File: config.mk
export PLATFORM = sky130hd
export DESIGN_NAME = translation_scheme_select
export DESIGN_NICKNAME = d
export VERILOG_FILES = /design/src/rtl/xlat_pkg.sv /design/src/rtl/range_check.sv /design/src/rtl/translation_scheme_select.sv
export VERILOG_INCLUDE_DIRS = /design/src /design/src/rtl
export SDC_FILE = /design/constraint.sdc
export NUM_CORES = 1
export LEC_CHECK = 0
export BUFFER_PORTS_ARGS = -buffer_cell sky130_fd_sc_hd__buf_2
export CORE_ASPECT_RATIO = 0.5
export CORE_UTILIZATION = 55
export DETAILED_ROUTE_END_ITERATION = 8
export HOLD_SLACK_MARGIN = 0.02
export PLACE_DENSITY = 0.79
export SKIP_CTS_REPAIR_TIMING = 1
export SYNTH_ARGS = -nofsm -noshare
export SYNTH_HDL_FRONTEND = slang
export SYNTH_HIERARCHICAL = 1
export SYNTH_SLANG_ARGS = --single-unit
File: constraint.sdc
create_clock -name core_clk -period 3.6 [get_ports core_clk]
set_clock_uncertainty 0.05 [all_clocks]
set_input_delay 0.72 -clock core_clk [delete_from_list [all_inputs] [get_ports core_clk]]
set_output_delay 0.72 -clock core_clk [all_outputs]
set_load 0.02 [all_outputs]
File: src/rtl/xlat_consts.svh
// Named offsets, widths, reset values and figures for the
// translation scheme selector. Included by the package and the top.
`ifndef XLAT_CONSTS_SVH
`define XLAT_CONSTS_SVH

// Register byte offsets, one aligned word each
`define OFF_ATTR 8'h00
`define OFF_SIZES 8'h04
`define OFF_VA_LO 8'h08
`define OFF_VA_HI 8'h0c
`define OFF_STATUS 8'h10
`define OFF_GLOBAL 8'h14
`define OFF_NONE 8'hfc
`define ADDR_W 8

// Field and register widths
`define ATTR_W 10
`define SIZES_W 14
`define VA_W 49
`define VA_LO_W 32
`define SZ32_W 3

// Reset values; attribute reset selects a 4KB granule
`define ATTR_RST 10'h000
`define SIZES_RST 14'h0000

// Address widths in bits
`define IN_32 8'h20
`define IN_WIDE 8'h31
`define OUT_SHORT 8'h20
`define OUT_SHORT_BIG 8'h28
`define OUT_LONG 8'h28
`define OUT_WIDE 8'h30

// Range boundaries: 32-bit and 64-bit address tops
`define BASE32 7'h20
`define BASE64 7'h40
`define WIDE_MIN_SZ 6'h10

// Granule sizes as log2 of bytes
`define GSH_4K 5'h0c
`define GSH_16K 5'h0e
`define GSH_64K 5'h10

`endif

File: src/rtl/xlat_pkg.sv
// Types for the translation scheme selector.
// Assumes xlat_consts.svh sits on the include path.
`default_nettype none
`include "xlat_consts.svh"
package xlat_pkg;
    typedef enum logic [1:0] {
        SCH_SHORT = 2'h0,
        SCH_LONG = 2'h1,
        SCH_WIDE = 2'h2,
        SCH_BAD = 2'h3
    } scheme_t;
    typedef enum logic [1:0] {
        ARR_S1_BYP = 2'h0,
        ARR_S1_S2 = 2'h1,
        ARR_S2_ONLY = 2'h2,
        ARR_HYP = 2'h3
    } arrange_t;
    typedef enum logic [1:0] {
        GR_4K = 2'h0,
        GR_16K = 2'h1,
        GR_64K = 2'h2,
        GR_BAD = 2'h3
    } granule_t;
    typedef struct packed {
        logic large_pages;
        logic exec64;
        granule_t gran;
        logic monitor;
        logic secure;
        arrange_t arr;
        scheme_t scheme;
    } attr_t;
    typedef struct packed {
        logic [5:0] upper;
        logic [1:0] rsvd;
        logic [5:0] lower;
    } sizes_t;
    typedef struct packed {
        logic cfg_err;
        logic upper_sel;
        logic fault;
        logic desc64;
        logic [7:0] in_bits;
        logic [7:0] out_bits;
        logic [4:0] gran_sh;
    } result_t;
    typedef struct packed {
        logic hsel;
        logic [31:0] haddr;
        logic [1:0] htrans;
        logic hwrite;
        logic [2:0] hsize;
        logic [31:0] hwdata;
        logic hready;
    } ahb_in_t;
    typedef struct packed {
        logic [31:0] hrdata;
        logic hreadyout;
        logic hresp;
    } ahb_out_t;
endpackage : xlat_pkg
`default_nettype wire

File: src/rtl/range_check.sv
// Picks the lower or upper table base for an input address and
// flags addresses in the gap. Purely combinational.
`default_nettype none
`include "xlat_consts.svh"
module range_check (
    input wire xlat_pkg::scheme_t scheme,
    input wire xlat_pkg::sizes_t sizes,
    input wire logic [`VA_W-1:0] va,
    output logic upper_sel,
    output logic fault
);
    import xlat_pkg::*;

    // Bits from base-sz up to base-1 inside the 49-bit model
    function automatic logic [`VA_W-1:0] hi_mask(
        input logic [6:0] base, input logic [5:0] sz);
        logic [`VA_W-1:0] m;
        m = '0;
        for (int i = 0; i < `VA_W; i++) begin
            m[i] = (7'(i) < base) && (7'(i) + {1'b0, sz} >= base);
        end
        return m;
    endfunction : hi_mask

    logic [5:0] lo_sz, hi_sz;
    logic [`VA_W-1:0] m_lo, m_hi;
    logic lo_ok, hi_ok, over32;

    // Masks use 3-bit fields for 32-bit input, clamped 6-bit for wide
    always_comb begin
        lo_sz = {3'h0, sizes.lower[`SZ32_W-1:0]};
        hi_sz = {3'h0, sizes.upper[`SZ32_W-1:0]};
        over32 = |va[`VA_W-1:`VA_LO_W];
        if (scheme == SCH_WIDE) begin
            // Below the minimum the range would pass 48 bits
            lo_sz = (sizes.lower < `WIDE_MIN_SZ) ? `WIDE_MIN_SZ : sizes.lower;
            hi_sz = (sizes.upper < `WIDE_MIN_SZ) ? `WIDE_MIN_SZ : sizes.upper;
            m_lo = hi_mask(`BASE64, lo_sz);
            m_hi = hi_mask(`BASE64, hi_sz);
            over32 = 1'b0;
        end else begin
            m_lo = hi_mask(`BASE32, lo_sz);
            m_hi = hi_mask(`BASE32, hi_sz);
        end
        lo_ok = (va & m_lo) == '0;
        hi_ok = (va & m_hi) == m_hi;
        upper_sel = 1'b0;
        fault = 1'b0;
        unique case (scheme)
            SCH_SHORT: begin
                // Zero size field leaves the upper base unused
                upper_sel = (lo_sz != 6'h0) && !lo_ok;
                fault = over32;
            end
            SCH_LONG: begin
                // One size left at zero: its base takes the rest of the range
                if (hi_sz == 6'h0) begin
                    hi_ok = (lo_sz != 6'h0) && !lo_ok;
                end else if (lo_sz == 6'h0) begin
                    lo_ok = !hi_ok;
                end
                upper_sel = !lo_ok && hi_ok;
                fault = over32 || (!lo_ok && !hi_ok);
            end
            SCH_WIDE: begin
                // Top bits all zero or all one, anything else is gap
                upper_sel = hi_ok;
                fault = !lo_ok && !hi_ok;
            end
            SCH_BAD: begin
                fault = 1'b1;
            end
        endcase
    end
endmodule : range_check
`default_nettype wire

File: src/rtl/translation_scheme_select.sv
// Translation scheme selector for one context bank: holds the
// context attributes, range size fields and a probe address, checks
// the scheme against the stage arrangement and reports the chosen
// table base, gap faults and address widths.
// Assumes a single AHB-Lite master on core_clk and a synchronous,
// active-low reset.
`default_nettype none
`include "xlat_consts.svh"
module translation_scheme_select (
    input wire logic core_clk,
    input wire logic reset_n,
    input wire xlat_pkg::ahb_in_t ahb_i,
    output logic [31:0] hrdata,
    output logic hreadyout,
    output logic hresp,
    output xlat_pkg::result_t res_o
);
    import xlat_pkg::*;

    typedef struct packed {
        attr_t attr;
        sizes_t sizes;
        logic [`VA_W-1:0] va;
        logic ns_hyp;
        logic ap_wr;
        logic [`ADDR_W-1:0] ap_addr;
        logic [31:0] rdata;
        logic ready;
        logic resp;
        result_t res;
    } state_t;

    state_t st_r;
    state_t st_nxt;
    logic take;
    logic bank_locked;
    logic sel_upper;
    logic gap_fault;

    // Configuration legality for the chosen arrangement
    function automatic logic cfg_bad(input attr_t a);
        logic bad;
        bad = (a.scheme == SCH_BAD);
        // Short scheme allowed only as a first stage
        if (a.scheme == SCH_SHORT && a.arr != ARR_S1_BYP
                && a.arr != ARR_S1_S2) begin
            bad = 1'b1;
        end
        if (a.arr == ARR_HYP && !a.exec64 && a.scheme != SCH_LONG) begin
            bad = 1'b1;
        end
        if (a.monitor && (a.arr != ARR_S1_BYP || !a.secure)) begin
            bad = 1'b1;
        end
        if (a.exec64 && a.scheme != SCH_WIDE) begin
            bad = 1'b1;
        end
        if (a.scheme != SCH_WIDE && a.gran != GR_4K) begin
            bad = 1'b1;
        end
        if (a.gran == GR_BAD) begin
            bad = 1'b1;
        end
        // Second-stage-only serves the non-secure address space
        if (a.arr == ARR_S2_ONLY && a.secure) begin
            bad = 1'b1;
        end
        return bad;
    endfunction : cfg_bad

    // Output address width for a scheme
    function automatic logic [7:0] out_width(input attr_t a);
        unique case (a.scheme)
            SCH_SHORT: return a.large_pages ? `OUT_SHORT_BIG : `OUT_SHORT;
            SCH_LONG: return `OUT_LONG;
            SCH_WIDE: return `OUT_WIDE;
            SCH_BAD: return 8'h00;
        endcase
    endfunction : out_width

    // Granule size as a shift
    function automatic logic [4:0] gran_shift(input granule_t g);
        unique case (g)
            GR_4K: return `GSH_4K;
            GR_16K: return `GSH_16K;
            GR_64K: return `GSH_64K;
            GR_BAD: return 5'h00;
        endcase
    endfunction : gran_shift

    // Read mux; narrow registers sit in the low bits
    function automatic logic [31:0] rd_mux(
        input state_t s, input logic [`ADDR_W-1:0] a);
        unique case (a)
            `OFF_ATTR: return 32'(s.attr);
            `OFF_SIZES: return 32'(s.sizes);
            `OFF_VA_LO: return s.va[`VA_LO_W-1:0];
            `OFF_VA_HI: return 32'(s.va[`VA_W-1:`VA_LO_W]);
            `OFF_STATUS: return 32'(s.res);
            `OFF_GLOBAL: return 32'(s.ns_hyp);
            default: return 32'h0000_0000;
        endcase
    endfunction : rd_mux

    range_check u_range (
        .scheme(st_r.attr.scheme),
        .sizes(st_r.sizes),
        .va(st_r.va),
        .upper_sel(sel_upper),
        .fault(gap_fault)
    );

    // Bus slave, register writes and probe result
    always_comb begin
        st_nxt = st_r;
        st_nxt.ready = 1'b1;
        st_nxt.resp = 1'b0;
        take = ahb_i.hsel && ahb_i.htrans[1] && ahb_i.hready;
        // A hypervisor-level writer may not change a secure bank's attributes or sizes
        bank_locked = st_r.ns_hyp && st_r.attr.secure;

        // Data phase of a write
        if (st_r.ap_wr) begin
            unique case (st_r.ap_addr)
                `OFF_ATTR: begin
                    if (!bank_locked) begin
                        st_nxt.attr = attr_t'(ahb_i.hwdata[`ATTR_W-1:0]);
                        // Hypervisor level cannot make a bank secure
                        if (st_r.ns_hyp) begin
                            st_nxt.attr.secure = 1'b0;
                        end
                    end
                end
                `OFF_SIZES: begin
                    if (!bank_locked) begin
                        st_nxt.sizes = sizes_t'(ahb_i.hwdata[`SIZES_W-1:0]);
                        st_nxt.sizes.rsvd = 2'h0;
                    end
                end
                `OFF_VA_LO: begin
                    st_nxt.va[`VA_LO_W-1:0] = ahb_i.hwdata;
                end
                `OFF_VA_HI: begin
                    st_nxt.va[`VA_W-1:`VA_LO_W] =
                        ahb_i.hwdata[`VA_W-`VA_LO_W-1:0];
                end
                `OFF_GLOBAL: begin
                    st_nxt.ns_hyp = ahb_i.hwdata[0];
                end
                default: begin
                end
            endcase
        end

        // Address phase; unmapped high addresses decode to a hole
        st_nxt.ap_wr = take && ahb_i.hwrite;
        st_nxt.ap_addr = (ahb_i.haddr[31:`ADDR_W] == '0)
            ? ahb_i.haddr[`ADDR_W-1:0] : `OFF_NONE;
        // Read from the next state so a write just before is seen
        st_nxt.rdata = (take && !ahb_i.hwrite)
            ? rd_mux(st_nxt, st_nxt.ap_addr) : 32'h0000_0000;

        // Probe result, one cycle behind the stored settings
        st_nxt.res.cfg_err = cfg_bad(st_r.attr);
        st_nxt.res.fault = gap_fault;
        st_nxt.res.upper_sel = sel_upper && !gap_fault;
        st_nxt.res.desc64 = (st_r.attr.scheme != SCH_SHORT);
        st_nxt.res.in_bits = (st_r.attr.scheme == SCH_WIDE)
            ? `IN_WIDE : `IN_32;
        st_nxt.res.out_bits = out_width(st_r.attr);
        st_nxt.res.gran_sh = gran_shift(st_r.attr.gran);
    end

    // Single state register; reset leaves a 4KB short context
    always_ff @(posedge core_clk) begin
        if (!reset_n) begin
            st_r <= '0;
            st_r.attr <= attr_t'(`ATTR_RST);
            st_r.sizes <= sizes_t'(`SIZES_RST);
        end else begin
            st_r <= st_nxt;
        end
    end

    // Outputs straight from the state register
    assign hrdata = st_r.rdata;
    assign hreadyout = st_r.ready;
    assign hresp = st_r.resp;
    assign res_o = st_r.res;

    // Descriptor width follows the scheme
    desc_width_a: assert property (
        @(posedge core_clk) disable iff (!reset_n)
        $past(reset_n) |->
        st_r.res.desc64 == ($past(st_r.attr.scheme) != SCH_SHORT))
    else $error("descriptor width does not match scheme");

    // Short scheme widths
    short_width_a: assert property (
        @(posedge core_clk) disable iff (!reset_n)
        (st_r.attr.scheme == SCH_SHORT) |=>
        st_r.res.in_bits == `IN_32 &&
        st_r.res.out_bits ==
            ($past(st_r.attr.large_pages) ? `OUT_SHORT_BIG : `OUT_SHORT))
    else $error("short scheme widths wrong");

    // Short scheme never as a second stage
    short_stage_a: assert property (
        @(posedge core_clk) disable iff (!reset_n)
        (st_r.attr.scheme == SCH_SHORT &&
         (st_r.attr.arr == ARR_S2_ONLY || st_r.attr.arr == ARR_HYP))
        |=> st_r.res.cfg_err)
    else $error("short scheme accepted on second stage");

    // Long scheme widths
    long_width_a: assert property (
        @(posedge core_clk) disable iff (!reset_n)
        (st_r.attr.scheme == SCH_LONG) |=>
        st_r.res.out_bits == `OUT_LONG && st_r.res.in_bits == `IN_32)
    else $error("long scheme widths wrong");

    // Wide scheme widths
    wide_width_a: assert property (
        @(posedge core_clk) disable iff (!reset_n)
        (st_r.attr.scheme == SCH_WIDE) |=>
        st_r.res.out_bits == `OUT_WIDE && st_r.res.in_bits == `IN_WIDE)
    else $error("wide scheme widths wrong");

    // 32-bit-input schemes stay at 4KB
    gran_fixed_a: assert property (
        @(posedge core_clk) disable iff (!reset_n)
        (st_r.attr.scheme != SCH_WIDE && st_r.attr.gran != GR_4K)
        |=> st_r.res.cfg_err)
    else $error("granule other than 4KB accepted");

    // Gap between wide subranges faults
    wide_gap_a: assert property (
        @(posedge core_clk) disable iff (!reset_n)
        (st_r.attr.scheme == SCH_WIDE &&
         st_r.sizes.lower > `WIDE_MIN_SZ &&
         st_r.sizes.upper > `WIDE_MIN_SZ &&
         !st_r.va[`VA_W-1] && st_r.va[`VA_W-2])
        |=> st_r.res.fault && !st_r.res.upper_sel)
    else $error("gap address not faulted");

    // All-ones top bits pick the upper base
    wide_upper_a: assert property (
        @(posedge core_clk) disable iff (!reset_n)
        (st_r.attr.scheme == SCH_WIDE && (&st_r.va[`VA_W-1:1]))
        |=> st_r.res.upper_sel && !st_r.res.fault)
    else $error("upper base not chosen");

    // All-zero top bits pick the lower base
    wide_lower_a: assert property (
        @(posedge core_clk) disable iff (!reset_n)
        (st_r.attr.scheme == SCH_WIDE && st_r.va[`VA_W-1:1] == '0)
        |=> !st_r.res.upper_sel && !st_r.res.fault)
    else $error("lower base not chosen");

    // Hypervisor-level attribute and size writes leave a secure bank alone
    hyp_lock_a: assert property (
        @(posedge core_clk) disable iff (!reset_n)
        (st_r.ap_wr && st_r.ns_hyp && st_r.attr.secure &&
         (st_r.ap_addr == `OFF_ATTR || st_r.ap_addr == `OFF_SIZES))
        |=> $stable(st_r.attr) && $stable(st_r.sizes))
    else $error("secure bank changed by hypervisor write");

    // 64-bit execution needs the wide scheme
    exec_wide_a: assert property (
        @(posedge core_clk) disable iff (!reset_n)
        (st_r.attr.exec64 && st_r.attr.scheme != SCH_WIDE)
        |=> st_r.res.cfg_err)
    else $error("non-wide scheme accepted for 64-bit execution");

    // Monitor context only as first stage with bypass
    monitor_ctx_a: assert property (
        @(posedge core_clk) disable iff (!reset_n)
        (st_r.attr.monitor && st_r.attr.arr != ARR_S1_BYP)
        |=> st_r.res.cfg_err)
    else $error("monitor context in wrong arrangement");

    // Hypervisor context on 32-bit input uses the long scheme
    hyp_scheme_a: assert property (
        @(posedge core_clk) disable iff (!reset_n)
        (st_r.attr.arr == ARR_HYP && !st_r.attr.exec64 &&
         st_r.attr.scheme != SCH_LONG)
        |=> st_r.res.cfg_err)
    else $error("hypervisor context scheme accepted");

    // Second-stage-only context stays non-secure
    stage2_only_a: assert property (
        @(posedge core_clk) disable iff (!reset_n)
        (st_r.attr.arr == ARR_S2_ONLY && st_r.attr.secure)
        |=> st_r.res.cfg_err)
    else $error("secure second-stage-only context accepted");

    // Hypervisor-level attribute writes never make a bank secure
    hyp_clear_a: assert property (
        @(posedge core_clk) disable iff (!reset_n)
        (st_r.ap_wr && st_r.ns_hyp && !st_r.attr.secure &&
         st_r.ap_addr == `OFF_ATTR)
        |=> !st_r.attr.secure)
    else $error("hypervisor write made a bank secure");

    // Wide scheme with the 16KB granule reports the 16KB shift
    wide_gran_a: assert property (
        @(posedge core_clk) disable iff (!reset_n)
        (st_r.attr.scheme == SCH_WIDE && st_r.attr.gran == GR_16K)
        |=> st_r.res.gran_sh == `GSH_16K)
    else $error("wide scheme granule size wrong");

    // Long scheme with only the upper size set still reaches the upper base
    long_upper_a: assert property (
        @(posedge core_clk) disable iff (!reset_n)
        (st_r.attr.scheme == SCH_LONG && st_r.sizes.lower[`SZ32_W-1:0] == 3'h0 &&
         st_r.sizes.upper[`SZ32_W-1:0] != 3'h0 &&
         st_r.va[`VA_W-1:`VA_LO_W] == '0 && (&st_r.va[`VA_LO_W-1:0]))
        |=> st_r.res.upper_sel && !st_r.res.fault)
    else $error("upper base not chosen for long scheme");

    // Zero-wait bus answer with OKAY
    bus_ready_a: assert property (
        @(posedge core_clk) disable iff (!reset_n)
        $past(reset_n) |-> hreadyout && !hresp)
    else $error("slave stalled or erred");
endmodule : translation_scheme_select
`default_nettype wire

[Yosys cells after proc, flatten, opt, wreduce, memory -nomap -nowiden]
Index checks and enable logic that the tools add are counted.
Word-level totals
  register bits: 142
Operators by class
  add/sub/neg operators: 158
  order comparisons: 164
  equality and inequality tests: 21
  muxes and demuxes: 37
  bitwise logic cells: 2
  reductions and logical operators: 42
Operators by type and width (number)
  greater-or-equal comparator 7 bit (second input constant): 96
  greater-or-equal comparator 7 x 6 -> 1 bit (second input constant): 43
  adder 6 x 6 -> 7 bit (first input constant): 34
  adder 5 x 6 -> 7 bit (first input constant): 32
  adder 5 x 3 -> 6 bit (first input constant): 32
  one-hot mux 32 bit (6 select lines): 1
  adder 4 x 6 -> 7 bit (first input constant): 16
  bitwise AND 49 bit: 2
  2-to-1 mux 49 bit: 2
  greater-or-equal comparator 6 bit (second input constant): 16
  adder 4 x 3 -> 5 bit (first input constant): 16
  2-to-1 mux 74 bit: 1
  adder 3 x 6 -> 7 bit (first input constant): 8
  equality test 49 bit: 1
  zero test 49 bit: 1
  adder 3 x 3 -> 4 bit (first input constant): 8
  equality test 8 x 4 -> 1 bit (second input constant): 4
  2-to-1 mux 32 bit: 1
  one-hot mux 8 bit (4 select lines): 1
  adder 2 x 6 -> 7 bit (first input constant): 4
  2-to-1 mux 14 bit: 2
  2-to-1 mux 27 bit: 1
  equality test 8 x 5 -> 1 bit (second input constant): 3
  zero test 24 bit: 1
  32 further kinds: 98

[Longest topological paths before layout]
  depth in word-level cells: 18
  mapped depth: 13
  depth with buffers taken out: 12

[Cells and area by module]
Netlist, hierarchy kept.
By module, submodules not included
  translation_scheme_select: times used 1, cells each 564, area each 5360.1 sq um, sequential area each 2542.4 sq um
  range_check: times used 1, cells each 259, area each 1597.8 sq um, sequential area each 0.0 sq um

[Worst setup path after synthesis]
No wires, ideal clock.
  path kind: register -> register
  from: register, netlist name st_r[122]
  to: register st_r, in the netlist res_o[22]
  library setup time: 115 ps
  data arrival time: 2824 ps
  data required time: 3435 ps
  slack: 611 ps
  stages on the path, launching flop included: 14
  path buffers: 1
  cells stage by stage: dfxtp_1 > or2_1 > clkbuf_1 > o21ai_1 > inv_1 > ha_1 > a21o_1 > a32oi_1 > o22ai_1 > nor4_1 > o31ai_1 > o41a_1 > a2111o_1 > and2_1
Between the ends
  longest elaborated chain between the ends: 15
  elaborated cells on any way between the ends: 118
Ends and longest elaborated chain
  less-than comparator 6 x 5 -> 1 bit (no source line)
  2-to-1 mux 6 bit *: line range_check.sv:36  | lo_sz = (sizes.lower < `WIDE_MIN_SZ) ? `WIDE_MIN_SZ : sizes.lower;
  adder 1 x 6 -> 7 bit, or another cell as far along: line range_check.sv:20  | m[i] = (7'(i) < base) && (7'(i) + {1'b0, sz} >= base);
  greater-or-equal comparator 7 bit: line range_check.sv:20
  2-to-1 mux 49 bit: line range_check.sv:34  | if (scheme == SCH_WIDE) begin
  bitwise AND 49 bit: line range_check.sv:45  | lo_ok = (va & m_lo) == '0;
  zero test 49 bit: line range_check.sv:45
  zero test 1 bit: line range_check.sv:58, range_check.sv:68
  logical AND 1 bit: line range_check.sv:58  | hi_ok = (lo_sz != 6'h0) && !lo_ok;
  2-to-1 mux 1 bit: line range_check.sv:57  | if (hi_sz == 6'h0) begin
  2-to-1 mux 1 bit: line range_check.sv:49  | unique case (scheme)
  zero test 1 bit: line range_check.sv:63  | fault = over32 || (!lo_ok && !hi_ok);
  logical AND 1 bit: line range_check.sv:63
  logical OR 1 bit: line range_check.sv:63
  one-hot mux 1 bit (4 select lines) *: line range_check.sv:49
  net gap_fault: line translation_scheme_select.sv:38  | logic gap_fault;
  end signal, assigned: line translation_scheme_select.sv:181  | st_r <= st_nxt;
  end, declared: line translation_scheme_select.sv:33  | state_t st_r;
The timed path passes the listed nets; every way through them passes the cells marked *. The select of a mux whose other input is x is not followed.
A chain may end at the register's enable or synchronous reset.

[Worst setup path in the final report]
  from: register, netlist name st_r[122]
  to: register st_r, in the netlist res_o[23]
Between the ends
  longest elaborated chain between the ends: 17
  elaborated cells on any way between the ends: 122
Ends and longest elaborated chain
  less-than comparator 6 x 5 -> 1 bit (no source line)
  2-to-1 mux 6 bit *: line range_check.sv:36
  adder 1 x 6 -> 7 bit, or another cell as far along: line range_check.sv:20
  greater-or-equal comparator 7 bit: line range_check.sv:20
  2-to-1 mux 49 bit: line range_check.sv:34
  bitwise AND 49 bit: line range_check.sv:45
  zero test 49 bit: line range_check.sv:45
  zero test 1 bit: line range_check.sv:58, range_check.sv:68
  [2 not listed]
  2-to-1 mux 1 bit: line range_check.sv:49
  zero test 1 bit: line range_check.sv:63
  logical AND 1 bit: line range_check.sv:63
  logical OR 1 bit: line range_check.sv:63
  one-hot mux 1 bit (4 select lines) *: line range_check.sv:49
  net gap_fault: line translation_scheme_select.sv:38
  zero test 1 bit *: line translation_scheme_select.sv:166  | st_nxt.res.upper_sel = sel_upper && !gap_fault;
  logical AND 1 bit *: line translation_scheme_select.sv:166
Marks and branches as above.

==> results.md <==
* Status: finished clean
* Placed cells at 1040
* Final Hold Viols at 0
* Vias per cell at 6.39
* DRT Pass-1 Iters at 6
* Post-synthesis instance total at 823
* Final WL at 23100 um
* Crit-path max FO at 8
* Worst Setup End Kind: register
* Peak VDD IR at 0.000262 V
* Tmin final at 3.30 ns
* Row count at 28
* Die X-Extent at 161 um
* Fin Setup TNS at 0 ns
* GR Util All Layers at 0.358
* PortBufs at 116
* CTS tree: done
* Routed Antenna Nets at 0
* Initial antenna violation count at 0
* LEAKAGE at 3.51 nW
* FFs w/ async S/R, synth at 0
* Worst R2R Setup Slack at 0.30 ns
* Largest stage delay, worst path at 0.45 ns
* Starting Density at 0.577
* Largest net degree at the start of global routing at 44
* Seq/Total Area, Yosys at 0.365
* Synth unique cells at 81
* WL per Instance at 21.5 um
* Clock transition at path regs at 0.06 ns
* Startpoint Class: register
* Cts bufs inserted at 17
* GPL Wtd Cong at 0.977
* Worst EP required at 3.89 ns
* DRC Markers at 0
* Critical path class: register to register
* Worst-Skew Late Latency at 0.42 ns
* Number of global-route vias before repair at 6390
* Die footprint at 13100 um^2
* Area grow syn2layout at 14.5%
* Chip height at 81.5 um
* First-pass GRT wire length at 35500 um
* Num Clock Sinks at 127
* CTS root buf: clkbuf_16
* Fin crit share at 0.916
* Critical path's slowest cell: o41a_1
* Core region area at 12100 um^2
* Slew Limit Fails at 0
* Grt total ovfl at 0
* RSZ-0062 raised after global routing: false
* Clock tree buffer depth at 2
* Max-Cap Viols at 0
* Fin nets at 974
* H-tree Lvls at 4
* Crit-path cells: or2_1 -> o21ai_1 -> inv_1 -> ha_1 -> a21o_1 -> a32oi_1 -> o22ai_1 -> nor4_1 -> o31ai_1 -> o41a_1 -> a2111o_1 -> nor3b_1
* Class of the tightest hold or removal check: register to register
* Number of diodes at 0
* Fmax at 0.303 GHz
* Top delay family on crit path: compound AO/OA/AOI/OAI gates
* Total power at 3.33 mW
* Detail Placement HPWL at 16600 um
* Vias at 6848
* Post-synth EDFFs at 0
* Post-synthesis cell area at 6960 um^2
* Slew margin rel. at 0.481
* Final setup fails at 0
* Worst-Margin Slew at 0.778 ns
* Ys flop type: dfxtp_1
* Yosys warning count at 6
* Power per cell area at 418 nW/um^2
* Worst path bufs/invs at 1
* I/O pin total at 133
* Share of layout cells above drive strength 1 at 0.221
* CP arrival at 3.59 ns
* DRT iter0 DRCs at 894
* Yosys reg bits at 127
* Syn_area_per_cell at 8.45 um^2
* Post-Layout Cell Count at 1072
## sequential cells by signal (all words and copies together) (netlist names)
name and flops:
hreadyout 1, hrdata 32, res_o 11, st_r 83
## synth_stat cells (4+ instances only)
cell	n	area share
nor4_1	14	0.013
o22ai_1	14	0.013
or3_1	6	0.0054
dfxtp_1	127	0.37
mux2i_1	59	0.085
and2_1	17	0.015
nor3_1	16	0.012
clkbuf_1	34	0.018
o31a_1	9	0.011
o21a_1	10	0.011
nand4_1	8	0.0072
ha_1	6	0.011
nand4b_1	4	0.0050
a21o_1	4	0.0043
nor2b_1	5	0.0045
and3_1	16	0.014
nor2_1	119	0.064
nand2_1	40	0.022
nand3_1	11	0.0079
a211oi_1	6	0.0065
mux2_2	7	0.011
a31oi_1	15	0.013
buf_4	63	0.068
o211ai_1	5	0.0054
a21oi_1	35	0.025
o21ai_1	5	0.0036
inv_1	13	0.0070
a32oi_1	4	0.0050
o32a_1	5	0.0072
or4_1	5	0.0054
nand2b_1	8	0.0072
nor3b_1	5	0.0054
and4_1	6	0.0076
o21ai_0	42	0.030
## per-layer routing
metal | part of all wire | global-route usage | vias to the layer above
met5 | 0 | 0 | -
met4 | 0.026 | 0.112 | 0
met3 | 0.12 | 0.0763 | 61
met2 | 0.43 | 0.580 | 480
met1 | 0.42 | 0.483 | 3224
li1 | - | - | 3083
## path summary, 6_finish.rpt
path / startpoint / endpoint / cells past startpoint
worst max register to register: st_r[122]$_SDFF_PN0_ / res_o[23]$_SDFF_PN0_ / 12
worst max-delay path: st_r[122]$_SDFF_PN0_ / res_o[23]$_SDFF_PN0_ / 12
worst min register to register: st_r[124]$_SDFF_PN0_ / st_r[124]$_SDFF_PN0_ / 1
worst min-delay path: st_r[124]$_SDFF_PN0_ / st_r[124]$_SDFF_PN0_ / 1
## layout by cell type, fill, tap and decap left out, drive strengths merged, types with 10 or more instances in the layout
master,synthesis,final
o21ai,47,47
buf,69,144
nand3,13,13
inv,15,23
nor3,18,18
nor2,119,119
o22ai,14,14
o21a,10,10
dfxtp,127,127
a31oi,15,15
conb,1,12
and3,17,17
and2,19,19
nand2,40,40
a21oi,35,35
clkbuf,34,18
mux2i,59,59
nor4,14,14
## metrics by stage
| step | util | hold WS, ns | setup WS (ns) | cell area (um^2) |
|---|---|---|---|---|
| finish | 0.661 | 0.439 | 0.302 | 7960 |
| global route | 0.661 | 0.454 | 0.134 | 7960 |
| CTS | 0.661 | 0.444 | 0.357 | 7960 |
| detailed placement | 0.610 | 0.425 | 0.412 | 7350 |
| global placement | 0.610 | 0.419 | 0.476 | 7350 |
| floorplan | - | 0.387 | 0.611 | 7000 |
## layout make-up
class                      instances  area (um^2)
clock buffer                      18          439
timing repair buffer             144          791
inverter                          16         60.1
clock inverter                    14          170
fill                            1026         4090
sequential                       127         2540
multi-input combinational        588         3750
tap                              165          206
## power by group
part | switching (mW) | internal (mW) | total, mW
registers | 0.00660 | 1.41 | 1.42
logic | 0.0744 | 0.0416 | 0.116
clock network | 0.731 | 1.07 | 1.80
total | 0.812 | 2.52 | 3.33
## kinds of logic (layout without fill, tap and decap cells)
family / count (synthesis) / after routing / share of synthesized area
simple gates: 303 / 303 / 0.227
compound gates: 201 / 201 / 0.198
flops: 127 / 127 / 0.365
buf+inv: 119 / 192 / 0.102
mux: 66 / 66 / 0.0962
fa+ha+maj: 6 / 6 / 0.0108
other cells: 1 / 12 / 0.000539
(Power assumes the default switching activity.)
